==> config.mk <==
export PLATFORM = sky130hd
export DESIGN_NAME = slic_signaling_ring_trip
export DESIGN_NICKNAME = d
export VERILOG_FILES = /design/src/hw/slic_sig_pkg.sv /design/src/hw/sense_debounce.sv /design/src/hw/slic_signaling_ring_trip.sv
export SDC_FILE = /design/constraint.sdc
export NUM_CORES = 1
export LEC_CHECK = 0
export BUFFER_PORTS_ARGS = -buffer_cell sky130_fd_sc_hd__buf_2
export CORE_UTILIZATION = 50
export CTS_CLUSTER_DIAMETER = 200
export DETAILED_ROUTE_END_ITERATION = 6
export PLACE_DENSITY = 0.67
export SLEW_MARGIN = 20
export SYNTH_ARGS = -nofsm -noshare
export SYNTH_HDL_FRONTEND = slang
export SYNTH_SLANG_ARGS = --single-unit
==> constraint.sdc <==
create_clock -name sys_clk -period 20.5 [get_ports sys_clk]
set_input_delay 1.025 -clock sys_clk [delete_from_list [all_inputs] [get_ports sys_clk]]
set_output_delay 1.025 -clock sys_clk [all_outputs]
set_load 0.005 [all_outputs]
==> src/hw/slic_sig_pkg.sv <==
package slic_sig_pkg;

	// Serial control port states.
	typedef enum logic [2:0] {
		MPI_IDLE,
		MPI_CMD,
		MPI_WDATA,
		MPI_RLOAD,
		MPI_RDATA,
		MPI_DONE
	} mpi_state_t;

	localparam int NUM_CH    = 4;
	localparam int NUM_SRC   = 5;
	localparam int NUM_BIDIR = 3;
	localparam int NUM_OUT   = 5;

	// Command byte layout.
	localparam int CMD_READ_BIT   = 7;
	localparam int CMD_GLOBAL_BIT = 6;
	localparam int CMD_CH_MSB     = 5;
	localparam int CMD_CH_LSB     = 4;
	localparam int CMD_REG_MSB    = 3;

	// Global register indices.
	localparam logic [3:0] GREG_IRQ_CLEAR   = 4'h2;
	localparam logic [3:0] RING_TRIP_CONFIG = 4'h8;
	localparam logic [3:0] SENSE_STATUS     = 4'h9;
	localparam logic [3:0] BIDIR1_CTRL_DATA = 4'hA;
	localparam logic [3:0] BIDIR2_CTRL_DATA = 4'hB;
	localparam logic [3:0] BIDIR3_CTRL_DATA = 4'hC;

	// Local register indices.
	localparam logic [3:0] CH_IRQ_ENABLE    = 4'h2;
	localparam logic [3:0] CH_DEBOUNCE_CFG  = 4'h3;
	localparam logic [3:0] CH_SIGNALING_IO  = 4'h4;

	// Reset values.
	localparam logic [7:0] RING_TRIP_RST = 8'h00;
	localparam logic [3:0] BIDIR_DIR_RST = 4'h0;
	localparam logic [3:0] BIDIR_DAT_RST = 4'h0;
	localparam logic [4:0] IRQ_EN_RST    = 5'h00;
	localparam logic [7:0] DEB_CFG_RST   = 8'h00;
	localparam logic [1:0] CTRL_OUT_RST  = 2'h0;

	// Ring trip configuration fields.
	localparam int RT_ENABLE      = 0;
	localparam int RT_IN_SEL      = 1;
	localparam int RT_OUT_SEL_LSB = 2;
	localparam int RT_OUT_SEL_MSB = 4;
	localparam int RT_IN_POL      = 5;
	localparam int RT_OUT_POL     = 6;

	// Bidirectional register: direction in the high nibble, data in the low.
	localparam int BIDIR_DIR_LSB  = 4;
	localparam int BIDIR_DIR_MSB  = 7;

	// Debounce configuration fields.
	localparam int DEB_HOOK_LSB   = 4;
	localparam int DEB_HOOK_MSB   = 7;
	localparam int DEB_GK_LSB     = 0;
	localparam int DEB_GK_MSB     = 3;

	// Signaling I/O register bits.
	localparam int IO_CTRL1       = 5;
	localparam int IO_CTRL2       = 6;

	// Ring trip output select codes.
	localparam logic [2:0] OUT_CTRL1  = 3'h0;
	localparam logic [2:0] OUT_BIDIR3 = 3'h4;

	// Debounce timing derived from the frame sync.
	localparam int FRAME_PERIOD_US   = 125;
	localparam int HOOK_SAMPLE_US    = 250;
	localparam int DEBOUNCE_TICK_US  = 2000;
	localparam int FRAMES_PER_SAMPLE = HOOK_SAMPLE_US / FRAME_PERIOD_US;
	localparam int SAMPLES_PER_TICK  = DEBOUNCE_TICK_US / HOOK_SAMPLE_US;
	localparam logic [2:0] FS_DIV_LAST  = 3'(FRAMES_PER_SAMPLE - 1);
	localparam logic [3:0] SMP_DIV_LAST = 4'(SAMPLES_PER_TICK - 1);

	// Ground key counter bounds.
	localparam logic [2:0] GK_TOP    = 3'h6;
	localparam logic [2:0] GK_BOTTOM = 3'h0;

endpackage : slic_sig_pkg

==> src/hw/sense_debounce.sv <==
`timescale 1ns/1ps
module sense_debounce (
	// Clock and reset
	input  wire logic       sys_clk,
	input  wire logic       rst,
	// Timing enables
	input  wire logic       sample_tick,
	input  wire logic       period_tick,
	// Raw sense levels
	input  wire logic       hook_raw,
	input  wire logic       gk_raw,
	// Configuration
	input  wire logic [3:0] hook_period,
	input  wire logic [3:0] gk_interval,
	// Debounced levels
	output logic            hook_level,
	output logic            gk_level
);

	logic       hook_smp_ff;
	logic [3:0] hook_cnt_ff;
	logic [3:0] gk_tmr_ff;
	logic [2:0] gk_cnt_ff;

	wire logic hook_moved = sample_tick && (hook_raw != hook_smp_ff);
	wire logic hook_done  = (hook_cnt_ff == hook_period);
	wire logic gk_fire    = period_tick && ({1'b0, gk_tmr_ff} + 5'h01 >= {1'b0, gk_interval});
	wire logic gk_up      = gk_raw && (gk_cnt_ff != slic_sig_pkg::GK_TOP);
	wire logic gk_down    = !gk_raw && (gk_cnt_ff != slic_sig_pkg::GK_BOTTOM);

	always_ff @(posedge sys_clk or posedge rst) begin
		if (rst) begin
			hook_smp_ff <= 1'b0;
			hook_cnt_ff <= 4'h0;
			hook_level  <= 1'b0;
		end else begin
			if (sample_tick)
				hook_smp_ff <= hook_raw;
			if (hook_moved)
				hook_cnt_ff <= 4'h0;
			else if (period_tick && !hook_done)
				hook_cnt_ff <= hook_cnt_ff + 4'h1;
			if (hook_done && !hook_moved)
				hook_level <= hook_smp_ff;
		end
	end

	always_ff @(posedge sys_clk or posedge rst) begin
		if (rst) begin
			gk_tmr_ff <= 4'h0;
			gk_cnt_ff <= slic_sig_pkg::GK_BOTTOM;
		end else begin
			if (gk_fire)
				gk_tmr_ff <= 4'h0;
			else if (period_tick)
				gk_tmr_ff <= gk_tmr_ff + 4'h1;
			if (gk_fire && gk_up)
				gk_cnt_ff <= gk_cnt_ff + 3'h1;
			else if (gk_fire && gk_down)
				gk_cnt_ff <= gk_cnt_ff - 3'h1;
		end
	end

	always_ff @(posedge sys_clk or posedge rst) begin
		if (rst)
			gk_level <= 1'b0;
		else if (gk_cnt_ff == slic_sig_pkg::GK_TOP)
			gk_level <= 1'b1;
		else if (gk_cnt_ff == slic_sig_pkg::GK_BOTTOM)
			gk_level <= 1'b0;
	end

endmodule : sense_debounce

==> src/hw/slic_signaling_ring_trip.sv <==
`timescale 1ns/1ps
module slic_signaling_ring_trip (
	// Clock and reset
	input  wire logic       sys_clk,
	input  wire logic       rst,
	// Serial control port
	input  wire logic       ctrl_clk,
	input  wire logic       ctrl_sel_n,
	input  wire logic       ctrl_din,
	output logic            ctrl_dout,
	output logic            ctrl_dout_oe,
	// Frame timing
	input  wire logic       frame_sync,
	// Sense inputs, one bit per channel
	input  wire logic [3:0] hook_sense_in,
	input  wire logic [3:0] ground_key_in,
	// Bidirectional lines
	input  wire logic [3:0] bidir_line_1_in,
	output wire logic [3:0] bidir_line_1_out,
	output wire logic [3:0] bidir_line_1_oe,
	input  wire logic [3:0] bidir_line_2_in,
	output wire logic [3:0] bidir_line_2_out,
	output wire logic [3:0] bidir_line_2_oe,
	input  wire logic [3:0] bidir_line_3_in,
	output wire logic [3:0] bidir_line_3_out,
	output wire logic [3:0] bidir_line_3_oe,
	// Control outputs
	output wire logic [3:0] line_ctrl_out_1,
	output wire logic [3:0] line_ctrl_out_2,
	// Pending signaling event
	output logic            irq_pending
);

	function automatic logic reg_hit(input logic glob, input logic [3:0] idx,
			input logic want_glob, input logic [3:0] want);
		return (glob == want_glob) && (idx == want);
	endfunction : reg_hit

	function automatic logic [4:0] out_onehot(input logic [2:0] sel);
		return (sel <= slic_sig_pkg::OUT_BIDIR3) ? (5'h01 << sel) : 5'h00;
	endfunction : out_onehot

	slic_sig_pkg::mpi_state_t state_ff;
	slic_sig_pkg::mpi_state_t nxt_state;

	logic       cclk_prev_ff;
	logic [2:0] bit_cnt_ff;
	logic [7:0] shift_in_ff;
	logic [7:0] shift_out_ff;
	logic [7:0] cmd_ff;
	logic [7:0] wr_data_ff;
	logic       wr_stb_ff;
	logic [7:0] rd_data;

	logic       fs_prev_ff;
	logic [2:0] fs_cnt_ff;
	logic [3:0] smp_cnt_ff;
	logic       sample_tick_ff;
	logic       period_tick_ff;

	logic [7:0] ring_cfg_ff;
	logic [3:0] bidir_dir_ff  [slic_sig_pkg::NUM_BIDIR];
	logic [3:0] bidir_data_ff [slic_sig_pkg::NUM_BIDIR];
	logic [3:0] bidir_lvl     [slic_sig_pkg::NUM_BIDIR];
	logic [3:0] sb_in         [slic_sig_pkg::NUM_BIDIR];
	logic [2:0] wr_bidir;
	logic [2:0] rd_bidir;

	logic [4:0] irq_en_ff   [slic_sig_pkg::NUM_CH];
	logic [7:0] deb_cfg_ff  [slic_sig_pkg::NUM_CH];
	logic [1:0] ctrl_ff     [slic_sig_pkg::NUM_CH];
	logic [4:0] pend_ff     [slic_sig_pkg::NUM_CH];
	logic [4:0] src_prev_ff [slic_sig_pkg::NUM_CH];
	logic [4:0] out_pin_ff  [slic_sig_pkg::NUM_CH];
	logic       trip_ff     [slic_sig_pkg::NUM_CH];
	logic [7:0] io_read     [slic_sig_pkg::NUM_CH];
	logic [3:0] hook_db;
	logic [3:0] gk_db;
	logic [3:0] pend_any;

	// Serial port decode; the pins are sampled as synchronous levels.
	wire logic       cclk_rise = ctrl_clk & ~cclk_prev_ff;
	wire logic       cclk_fall = ~ctrl_clk & cclk_prev_ff;
	wire logic       byte_done = cclk_rise && (bit_cnt_ff == 3'h7);
	wire logic [7:0] byte_in   = {shift_in_ff[6:0], ctrl_din};
	wire logic       acc_glob  = cmd_ff[slic_sig_pkg::CMD_GLOBAL_BIT];
	wire logic [3:0] acc_idx   = cmd_ff[slic_sig_pkg::CMD_REG_MSB:0];
	wire logic [1:0] acc_ch    = cmd_ff[slic_sig_pkg::CMD_CH_MSB:slic_sig_pkg::CMD_CH_LSB];
	// The read strobe coincides with the capture so an event landing now survives the clear.
	wire logic       rd_stb    = (state_ff == slic_sig_pkg::MPI_RLOAD);

	wire logic wr_ring  = wr_stb_ff && reg_hit(acc_glob, acc_idx, 1'b1,
		slic_sig_pkg::RING_TRIP_CONFIG);
	wire logic wr_clear = wr_stb_ff && reg_hit(acc_glob, acc_idx, 1'b1,
		slic_sig_pkg::GREG_IRQ_CLEAR);
	wire logic rd_sense = rd_stb && reg_hit(acc_glob, acc_idx, 1'b1,
		slic_sig_pkg::SENSE_STATUS);

	wire logic       trip_en  = ring_cfg_ff[slic_sig_pkg::RT_ENABLE];
	wire logic [2:0] trip_sel = ring_cfg_ff[slic_sig_pkg::RT_OUT_SEL_MSB:slic_sig_pkg::RT_OUT_SEL_LSB];
	wire logic [4:0] trip_hot = out_onehot(trip_sel);

	assign sb_in[0] = bidir_line_1_in;
	assign sb_in[1] = bidir_line_2_in;
	assign sb_in[2] = bidir_line_3_in;

	always_comb begin
		nxt_state = state_ff;
		case (state_ff)
			slic_sig_pkg::MPI_IDLE:  nxt_state = slic_sig_pkg::MPI_CMD;
			slic_sig_pkg::MPI_CMD: begin
				if (byte_done)
					nxt_state = byte_in[slic_sig_pkg::CMD_READ_BIT] ?
						slic_sig_pkg::MPI_RLOAD : slic_sig_pkg::MPI_WDATA;
			end
			slic_sig_pkg::MPI_WDATA: begin
				if (byte_done)
					nxt_state = slic_sig_pkg::MPI_DONE;
			end
			slic_sig_pkg::MPI_RLOAD: nxt_state = slic_sig_pkg::MPI_RDATA;
			slic_sig_pkg::MPI_RDATA: begin
				if (byte_done)
					nxt_state = slic_sig_pkg::MPI_RLOAD;
			end
			slic_sig_pkg::MPI_DONE:  nxt_state = slic_sig_pkg::MPI_DONE;
			default:                 nxt_state = slic_sig_pkg::MPI_IDLE;
		endcase
		if (ctrl_sel_n)
			nxt_state = slic_sig_pkg::MPI_IDLE;
	end

	always_ff @(posedge sys_clk or posedge rst) begin
		if (rst) begin
			state_ff     <= slic_sig_pkg::MPI_IDLE;
			cclk_prev_ff <= 1'b0;
			bit_cnt_ff   <= 3'h0;
			shift_in_ff  <= 8'h00;
		end else begin
			state_ff     <= nxt_state;
			cclk_prev_ff <= ctrl_clk;
			if (ctrl_sel_n)
				bit_cnt_ff <= 3'h0;
			else if (cclk_rise)
				bit_cnt_ff <= bit_cnt_ff + 3'h1;
			if (cclk_rise)
				shift_in_ff <= byte_in;
		end
	end

	always_ff @(posedge sys_clk or posedge rst) begin
		if (rst) begin
			cmd_ff     <= 8'h00;
			wr_data_ff <= 8'h00;
			wr_stb_ff  <= 1'b0;
		end else begin
			if (state_ff == slic_sig_pkg::MPI_CMD && byte_done && !ctrl_sel_n)
				cmd_ff <= byte_in;
			wr_stb_ff <= (state_ff == slic_sig_pkg::MPI_WDATA) && byte_done && !ctrl_sel_n;
			if (state_ff == slic_sig_pkg::MPI_WDATA && byte_done)
				wr_data_ff <= byte_in;
		end
	end

	// Read data leaves MSB first, changing on falling edges of the port clock.
	always_ff @(posedge sys_clk or posedge rst) begin
		if (rst) begin
			shift_out_ff <= 8'h00;
			ctrl_dout    <= 1'b0;
			ctrl_dout_oe <= 1'b0;
		end else begin
			ctrl_dout_oe <= (nxt_state == slic_sig_pkg::MPI_RLOAD) ||
				(nxt_state == slic_sig_pkg::MPI_RDATA);
			if (rd_stb)
				shift_out_ff <= rd_data;
			else if (cclk_fall && state_ff == slic_sig_pkg::MPI_RDATA) begin
				ctrl_dout    <= shift_out_ff[7];
				shift_out_ff <= {shift_out_ff[6:0], 1'b0};
			end
		end
	end

	always_comb begin
		rd_data = 8'h00;
		if (acc_glob) begin
			case (acc_idx)
				slic_sig_pkg::RING_TRIP_CONFIG: rd_data = ring_cfg_ff;
				slic_sig_pkg::SENSE_STATUS:     rd_data = {gk_db, hook_db};
				slic_sig_pkg::BIDIR1_CTRL_DATA: rd_data = {bidir_dir_ff[0], bidir_lvl[0]};
				slic_sig_pkg::BIDIR2_CTRL_DATA: rd_data = {bidir_dir_ff[1], bidir_lvl[1]};
				slic_sig_pkg::BIDIR3_CTRL_DATA: rd_data = {bidir_dir_ff[2], bidir_lvl[2]};
				default:                        rd_data = 8'h00;
			endcase
		end else begin
			case (acc_idx)
				slic_sig_pkg::CH_IRQ_ENABLE:   rd_data = {3'h0, irq_en_ff[acc_ch]};
				slic_sig_pkg::CH_DEBOUNCE_CFG: rd_data = deb_cfg_ff[acc_ch];
				slic_sig_pkg::CH_SIGNALING_IO: rd_data = io_read[acc_ch];
				default:                       rd_data = 8'h00;
			endcase
		end
	end

	always_ff @(posedge sys_clk or posedge rst) begin
		if (rst) begin
			fs_prev_ff     <= 1'b0;
			fs_cnt_ff      <= 3'h0;
			smp_cnt_ff     <= 4'h0;
			sample_tick_ff <= 1'b0;
			period_tick_ff <= 1'b0;
		end else begin
			fs_prev_ff     <= frame_sync;
			sample_tick_ff <= 1'b0;
			period_tick_ff <= 1'b0;
			if (frame_sync && !fs_prev_ff) begin
				fs_cnt_ff <= (fs_cnt_ff == slic_sig_pkg::FS_DIV_LAST) ? 3'h0 : fs_cnt_ff + 3'h1;
				if (fs_cnt_ff == slic_sig_pkg::FS_DIV_LAST) begin
					sample_tick_ff <= 1'b1;
					smp_cnt_ff     <= (smp_cnt_ff == slic_sig_pkg::SMP_DIV_LAST) ?
						4'h0 : smp_cnt_ff + 4'h1;
					period_tick_ff <= (smp_cnt_ff == slic_sig_pkg::SMP_DIV_LAST);
				end
			end
		end
	end

	always_ff @(posedge sys_clk or posedge rst) begin
		if (rst)
			ring_cfg_ff <= slic_sig_pkg::RING_TRIP_RST;
		else if (wr_ring)
			ring_cfg_ff <= wr_data_ff;
	end

	genvar k;
	generate
		for (k = 0; k < slic_sig_pkg::NUM_BIDIR; k++) begin : g_bidir
			assign wr_bidir[k] = wr_stb_ff && reg_hit(acc_glob, acc_idx, 1'b1,
				4'(slic_sig_pkg::BIDIR1_CTRL_DATA + k));
			assign rd_bidir[k] = rd_stb && reg_hit(acc_glob, acc_idx, 1'b1,
				4'(slic_sig_pkg::BIDIR1_CTRL_DATA + k));
			assign bidir_lvl[k] = (bidir_dir_ff[k] & bidir_data_ff[k]) |
				(~bidir_dir_ff[k] & sb_in[k]);
			always_ff @(posedge sys_clk or posedge rst) begin
				if (rst) begin
					bidir_dir_ff[k]  <= slic_sig_pkg::BIDIR_DIR_RST;
					bidir_data_ff[k] <= slic_sig_pkg::BIDIR_DAT_RST;
				end else if (wr_bidir[k]) begin
					bidir_dir_ff[k]  <= wr_data_ff[slic_sig_pkg::BIDIR_DIR_MSB:
						slic_sig_pkg::BIDIR_DIR_LSB];
					bidir_data_ff[k] <= wr_data_ff[3:0];
				end
			end
		end
	endgenerate

	assign bidir_line_1_oe = bidir_dir_ff[0];
	assign bidir_line_2_oe = bidir_dir_ff[1];
	assign bidir_line_3_oe = bidir_dir_ff[2];

	genvar c;
	generate
		for (c = 0; c < slic_sig_pkg::NUM_CH; c++) begin : g_ch
			wire logic ch_hit = (acc_ch == 2'(c));
			wire logic wr_ien = wr_stb_ff && ch_hit && reg_hit(acc_glob, acc_idx, 1'b0,
				slic_sig_pkg::CH_IRQ_ENABLE);
			wire logic wr_deb = wr_stb_ff && ch_hit && reg_hit(acc_glob, acc_idx, 1'b0,
				slic_sig_pkg::CH_DEBOUNCE_CFG);
			wire logic wr_io  = wr_stb_ff && ch_hit && reg_hit(acc_glob, acc_idx, 1'b0,
				slic_sig_pkg::CH_SIGNALING_IO);
			wire logic rd_io  = rd_stb && ch_hit && reg_hit(acc_glob, acc_idx, 1'b0,
				slic_sig_pkg::CH_SIGNALING_IO);
			// Bidir data only from global registers.
			wire logic [4:0] drive_val = {bidir_data_ff[2][c], bidir_data_ff[1][c],
				bidir_data_ff[0][c], ctrl_ff[c]};
			wire logic [4:0] out_mask  = {bidir_dir_ff[2][c], bidir_dir_ff[1][c],
				bidir_dir_ff[0][c], 2'b11};
			wire logic [4:0] in_mask   = {~bidir_dir_ff[2][c], ~bidir_dir_ff[1][c],
				~bidir_dir_ff[0][c], 2'b11};
			wire logic [4:0] hot       = trip_hot & out_mask;
			wire logic trip_in   = ring_cfg_ff[slic_sig_pkg::RT_IN_SEL] ? gk_db[c] : hook_db[c];
			wire logic off_hook  = (trip_in == ring_cfg_ff[slic_sig_pkg::RT_IN_POL]);
			wire logic ringing   = |(hot & (ring_cfg_ff[slic_sig_pkg::RT_OUT_POL] ?
				drive_val : ~drive_val));
			wire logic sel_wr    = |(hot & {wr_bidir, wr_io, wr_io});
			wire logic nxt_trip  = trip_en && ((off_hook && ringing) || (trip_ff[c] && !sel_wr));
			wire logic [4:0] src = {sb_in[2][c], sb_in[1][c], sb_in[0][c], gk_db[c], hook_db[c]};
			wire logic [4:0] change = (src ^ src_prev_ff[c]) & in_mask & irq_en_ff[c];
			wire logic [4:0] clr = {5{wr_clear | rd_io}} | {rd_bidir, rd_sense, rd_sense};
			wire logic [4:0] nxt_pend = change | (pend_ff[c] & ~clr);

			sense_debounce u_debounce (
				.sys_clk     (sys_clk),
				.rst         (rst),
				.sample_tick (sample_tick_ff),
				.period_tick (period_tick_ff),
				.hook_raw    (hook_sense_in[c]),
				.gk_raw      (ground_key_in[c]),
				.hook_period (deb_cfg_ff[c][slic_sig_pkg::DEB_HOOK_MSB:slic_sig_pkg::DEB_HOOK_LSB]),
				.gk_interval (deb_cfg_ff[c][slic_sig_pkg::DEB_GK_MSB:slic_sig_pkg::DEB_GK_LSB]),
				.hook_level  (hook_db[c]),
				.gk_level    (gk_db[c])
			);

			assign io_read[c]  = {|pend_ff[c], ctrl_ff[c], bidir_lvl[2][c], bidir_lvl[1][c],
				bidir_lvl[0][c], ground_key_in[c], hook_sense_in[c]};
			assign pend_any[c] = |pend_ff[c];

			always_ff @(posedge sys_clk or posedge rst) begin
				if (rst) begin
					irq_en_ff[c]  <= slic_sig_pkg::IRQ_EN_RST;
					deb_cfg_ff[c] <= slic_sig_pkg::DEB_CFG_RST;
					ctrl_ff[c]    <= slic_sig_pkg::CTRL_OUT_RST;
				end else begin
					if (wr_ien)
						irq_en_ff[c] <= wr_data_ff[4:0];
					if (wr_deb)
						deb_cfg_ff[c] <= wr_data_ff;
					if (wr_io)
						ctrl_ff[c] <= wr_data_ff[slic_sig_pkg::IO_CTRL2:slic_sig_pkg::IO_CTRL1];
				end
			end

			always_ff @(posedge sys_clk or posedge rst) begin
				if (rst) begin
					trip_ff[c]     <= 1'b0;
					pend_ff[c]     <= 5'h00;
					src_prev_ff[c] <= 5'h00;
					out_pin_ff[c]  <= 5'h00;
				end else begin
					trip_ff[c]     <= nxt_trip;
					pend_ff[c]     <= nxt_pend;
					src_prev_ff[c] <= src;
					out_pin_ff[c]  <= drive_val ^ (nxt_trip ? hot : 5'h00);
				end
			end

			assign line_ctrl_out_1[c]  = out_pin_ff[c][0];
			assign line_ctrl_out_2[c]  = out_pin_ff[c][1];
			assign bidir_line_1_out[c] = out_pin_ff[c][2];
			assign bidir_line_2_out[c] = out_pin_ff[c][3];
			assign bidir_line_3_out[c] = out_pin_ff[c][4];
		end
	endgenerate

	always_ff @(posedge sys_clk or posedge rst) begin
		if (rst)
			irq_pending <= 1'b0;
		else
			irq_pending <= |pend_any;
	end

endmodule : slic_signaling_ring_trip

* Word level (Yosys, flattened, before mapping)
Cells that the tools add are included.
Word-level totals: register bits 263, input port bits 26, output and inout port bits 35
Cells by class: bitwise gates (word level) 83, equality and inequality tests 41, reductions and logical operators 159, add/subtract/negate cells 23, shift operators 1, mux-type cells 73, magnitude comparators 6
Operator list (number):
- $and A5 B5 Y5 | 24
- $logic_and A1 B1 Y1 | 93
- $mux W4 | 17
- $reduce_or A5 Y1 | 12
- $mux W8 | 7
- $mux W5 | 11
- $mux W3 | 15
- $not A5 Y5 | 8
- $or A5 B5 Y5 | 8
- $pmux W8 S5 | 1
- $xor A5 B5 Y5 | 8
- $add A4 B1 Y4 const B | 9
- $reduce_bool A2 Y1 | 18
- $bmux W8 S2 | 2
- $and A4 B4 Y4 | 6
- $eq A3 B3 Y1 const B | 8
- $pmux W8 S3 | 1
- $add A4 B1 Y5 const B | 4
- $eq A4 B4 Y1 const B | 5
- $ge A5 B4 Y1 | 4
- $reduce_or A20 Y1 | 1
- $add A3 B1 Y3 const B | 6
- $logic_not A1 Y1 | 18
- $pmux W3 S6 | 1
- other kinds (27) | 99

* Longest topological paths before layout
depth after elaboration 11, depth in mapped cells 13, depth with buffers taken out 13

* Cells and area by module
A second synthesis with hierarchy kept.
Second synthesis, totals: cells, all modules 1197, area, all modules 13883.3 um^2
By module, submodules not included:
- slic_signaling_ring_trip | area an instance 10286.1 um^2, instances 1, seq. area each 5180.0 um^2, cells each 833
- sense_debounce (g_ch[1].u_debounce ...) | area an instance 887.1 um^2, instances 2, seq. area each 350.3 um^2, cells each 90
- sense_debounce (g_ch[0].u_debounce) | area an instance 920.9 um^2, instances 1, seq. area each 350.3 um^2, cells each 94
- sense_debounce (g_ch[3].u_debounce) | area an instance 902.1 um^2, instances 1, seq. area each 350.3 um^2, cells each 90

* Worst setup path before layout
Ideal clock, no wire load.
path type register to register, start point reg g_ch[1].u_debounce.gk_tmr_ff[0], end point reg g_ch[1].u_debounce.gk_cnt_ff[2], clock period less this slack 2894 ps, arrival time 2773 ps, library setup time 121 ps, stages on the path, launching flop included 12, setup slack 17606 ps, data required time 20379 ps, cells stage by stage dfrtp_1 -> ha_1 -> ha_1 -> a21o_1 -> a21oi_1 -> o21ai_0 -> clkbuf_1 -> nand4_1 -> fa_1 -> xnor2_1 -> and4_1 -> o22a_1
Between the ends: cells in the longest elaborated chain, start to end 5, elaborated cells between the ends (all ways) 7, classes of those cells add/sub: 1; order compare: 1; mux: 1; reduce/logical: 4
Ends and longest elaborated chain:
- start, declared | RTL line sense_debounce.sv:22 | logic [3:0] gk_tmr_ff;
- start signal, assigned | RTL line sense_debounce.sv:56 | gk_tmr_ff <= gk_tmr_ff + 4'h1;
- $add A4 B1 Y5 (*) | RTL line sense_debounce.sv:27 | wire logic gk_fire = period_tick && ({1'b0, gk_tmr_ff} + 5'h01 >= {1'b0, gk_interval});
- $ge A5 B4 Y1 (*) | RTL line sense_debounce.sv:27
- $logic_and A1 B1 Y1 (*) | RTL line sense_debounce.sv:27
- $logic_and A1 B1 Y1, on equally long branches | RTL line sense_debounce.sv:57, sense_debounce.sv:59
- $mux W3 or $reduce_bool A2 Y1 (tied branches)
- end signal, assigned | RTL line sense_debounce.sv:51 | gk_cnt_ff <= slic_sig_pkg::GK_BOTTOM;
- end signal, assigned | RTL line sense_debounce.sv:58 | gk_cnt_ff <= gk_cnt_ff + 3'h1;
- end signal, assigned | RTL line sense_debounce.sv:60 | gk_cnt_ff <= gk_cnt_ff - 3'h1;
- end, declared | RTL line sense_debounce.sv:23 | logic [2:0] gk_cnt_ff;
Every way passes the cells marked *; elsewhere a longest branch is shown, timed or not. A chain may end at the register's enable or synchronous reset.

* Worst setup path in the final report
start point reg g_ch[0].u_debounce.gk_tmr_ff[0], end point reg g_ch[0].u_debounce.gk_cnt_ff[1]
Between the ends: cells in the longest elaborated chain, start to end 5, elaborated cells between the ends (all ways) 7, classes of those cells add/sub: 1; order compare: 1; mux: 1; reduce/logical: 4
Ends and longest elaborated chain (RTL line):
- start, declared | sense_debounce.sv:22
- start signal, assigned | sense_debounce.sv:56
- $add A4 B1 Y5 (*) | sense_debounce.sv:27
- $ge A5 B4 Y1 (*) | sense_debounce.sv:27
- $logic_and A1 B1 Y1 (*) | sense_debounce.sv:27
- $logic_and A1 B1 Y1, on equally long branches | sense_debounce.sv:57, sense_debounce.sv:59
- $mux W3 or $reduce_bool A2 Y1 (tied branches)
- end signal, assigned | sense_debounce.sv:51
- end signal, assigned | sense_debounce.sv:58
- end signal, assigned | sense_debounce.sv:60
- end, declared | sense_debounce.sv:23
Marked as above.

==> results.json <==
{
  "fin_crit_ns": 3.27,
  "maxCapViolCount": 0,
  "critPathCaptureType": "flop",
  "n_fill_cell": 2318,
  "grt_use_total": 0.250,
  "area_growth_pct": 10.0,
  "die_h_um": 167,
  "synth_common_cells": "dfrtp_1 (263), mux2_2 (120), nand2_1 (120)",
  "syn_area_um2": 13700,
  "tightestPinTransition_ns": 1.09,
  "cp_max_fo": 11,
  "setup-violations-final": 0,
  "viasPerCell": 6.07,
  "synthTopCellsByArea": "dfrtp_1 (48%), mux2_2 (9.9%), mux4_2 (4.8%), nand2_1 (3.3%), xnor2_1 (3.1%)",
  "rsz0062_at_grt": "no",
  "relSlewSlack": 0.272,
  "switching_power_w": 0.000351,
  "crit_slowest_cell": "o21ai_1",
  "cts_hold_buf": 0,
  "cts_made_buffers": 28,
  "finalHoldViolations": 0,
  "power.leakage_nw": 7.03,
  "pwr-share-seq": 0.487,
  "synthFlopType": "dfrtp_1",
  "place_ws_ns": 16.76,
  "synth_fp_nets": 1270,
  "start_util": 0.510,
  "cts.sinks": 263,
  "grt_overflow": 0,
  "yosys.area.top_type": "dfrtp_1",
  "post-route-period-util": 0.159,
  "synth-seq-cells": 263,
  "multiInputGateArea_um2": 6650,
  "yosysSeqAreaShare": 0.481,
  "grt_first_pass_wirelength_um": 54800,
  "wl_per_cell_um": 21.2,
  "fmax_ghz": 0.306,
  "ioPinCount": 61,
  "grt_max_degree": 119,
  "ff_latch_area_um2": 6580,
  "die_w_um": 167,
  "power_density_nw_per_um2": 83.9,
  "routed_wl_um": 34000,
  "fin_skew_ns": 0.0178,
  "clkPwrFrac": 0.378,
  "switching_share": 0.278,
  "numPortBuffers": 60,
  "vdd.ir_drop.worst_uv": 57.3,
  "layout.nets": 1303,
  "required_ns": 20.93,
  "drc": 0,
  "cts_tree": "built",
  "antenna_found_initial": 0,
  "worst_slack_ns": 17.23,
  "hold_path_class": "reg2reg",
  "cts_max_path_buffers": 3,
  "synthArstFlopShare": 1.00,
  "ant_nets": 0,
  "crit_path_start": "g_ch[0].u_debounce.gk_tmr_ff[0]$_DFFE_PP0P_",
  "worstSetupPathType": "reg2reg",
  "cts_resized": 0,
  "drtPass1Iterations": 6,
  "critical-path-max-stage-delay_ns": 0.59,
  "crit_top_cell": "ha_1",
  "path_cells": "ha_1, ha_1, a21o_1, a21oi_1, o21ai_1, and2_1, nand3_1, fa_1, nand3b_1, a211o_1",
  "synth_most_common_cell": "dfrtp_1",
  "die_area_um2": 28100,
  "min_from": "fs_cnt_ff[0]$_DFFE_PP0P_",
  "coreArea_um2": 26900,
  "htreeDepth": 1,
  "yosysWarnings": 0,
  "drive_gt1_frac": 0.233,
  "final.setup.tns_ns": 0,
  "combPwrFrac": 0.134,
  "crit_arrival_ns": 3.70,
  "synth_edf_count": 0,
  "status": "completed",
  "synthCells": 1213,
  "clk_latency_ns": 0.55,
  "post_cts_buffers": 0,
  "power_w": 0.00126,
  "startpoint_type": "flop",
  "cts_root_buf": "clkbuf_16",
  "yosys.area.top_type_share": 0.481,
  "gp_congestion": 0.951,
  "placementRows": 60,
  "path_delay_family": "adder cells",
  "path_clk_slew_ns": 0.06,
  "antennaDiodeCount": 0,
  "slew_violations": 0,
  "path_buf_inv": 0,
  "hpwl_um": 23800,
  "drt_iter0_markers": 901,
  "r2r-start": "g_ch[0].u_debounce.gk_tmr_ff[0]$_DFFE_PP0P_",
  "syn_avg_cell_area_um2": 11.3,
  "intPower_w": 0.000913,
  "vias": 9770,
  "fin_util": 0.561,
  "grt_pass1_vias": 9632,
  "ys_types": 78
}
==> power by group through the flow <==
stage	clock network [W]	registers, W	logic, W
detailed placement	0	0.000625	0.000170
finish	0.000478	0.000616	0.000170
floorplan	0	0.000606	0.000138
global route	0.000509	0.000623	0.000191
global placement	0	0.000623	0.000164
CTS	0.000485	0.000616	0.000172
==> path summary, 6_finish.rpt <==
check	endpoint	slack [ns]	depth (start not counted)
setup reg to reg	g_ch[0].u_debounce.gk_cnt_ff[1]$_DFFE_PP0P_	17.23	10
setup / recovery	g_ch[0].u_debounce.gk_cnt_ff[1]$_DFFE_PP0P_	17.23	10
min in group asynchronous	g_ch[1].u_debounce.hook_smp_ff$_DFFE_PP0P_	0.64	2
hold / removal	fs_cnt_ff[0]$_DFFE_PP0P_	0.48	1
max in group asynchronous	cmd_ff[4]$_DFFE_PP0P_	17.50	4
hold reg to reg	fs_cnt_ff[0]$_DFFE_PP0P_	0.48	1
==> cell usage in the layout (no fill, tap or decap), types with 10 or more instances in the layout <==
master and count:
xor2_1 42, mux4_2 29, nand2_1 120, and2_1 10
nand3_1 32, a21oi_1 37, a32o_1 10, dfrtp_1 261
and3_1 17, o21ai_0 42, nor3_1 19, buf_2 60
mux2i_1 14, a22oi_1 13, inv_1 37, buf_4 10
nand3b_1 14, xnor2_1 49, a31oi_1 15, nor3b_1 14
ha_1 27, nand2b_1 13, nand4_1 12, mux2_2 120
o22ai_1 11, clkbuf_16 28, nor2_1 66
==> flip-flops by register name (all words and copies together), names as in the netlist, 12 cells and up <==
signal and flops:
deb_cfg_ff 32, src_prev_ff 20, bidir_data_ff 12, pend_ff 20, g_ch.u_debounce.hook_cnt_ff 16, g_ch.u_debounce.gk_tmr_ff 16, irq_en_ff 20, g_ch.u_debounce.gk_cnt_ff 12
==> per-layer routing <==
metal,track usage,part of all wire
met1,0.339,0.44
met2,0.411,0.48
met3,0.0336,0.050
met4,0.0921,0.037
met5,0,0
==> cells by family (layout without fill, tap and decap cells) <==
group	Yosys count	count (layout)	synth area share
and+or+nand+nor	357	357	0.138
DFF	263	263	0.481
AOI/OAI and AO/OA	199	199	0.101
muxes	166	166	0.159
buffers and inverters	106	161	0.0335
xor gates and xnor gates	91	91	0.0582
adders and majority gates	31	31	0.0305
==> layout make-up <==
class	count	area share
clock buffers	40	0.0522
clock inverters	12	0.00573
inverters	39	0.0102
multi-input cells	844	0.442
flip-flops and latches	263	0.437
well taps	341	0.0283
repair buffers	70	0.0249
==> metrics by stage <==
stage	std cells	hold slack [ns]	instance area (um^2)
after CTS	1609	0.483	15100
after global placement	1557	0.461	14200
after detailed placement	1557	0.471	14200
after global routing	1609	0.501	15100
final	1609	0.478	15100
after floorplan	1213	0.421	13700
Note: power is estimated with default switching activity, not from simulation.
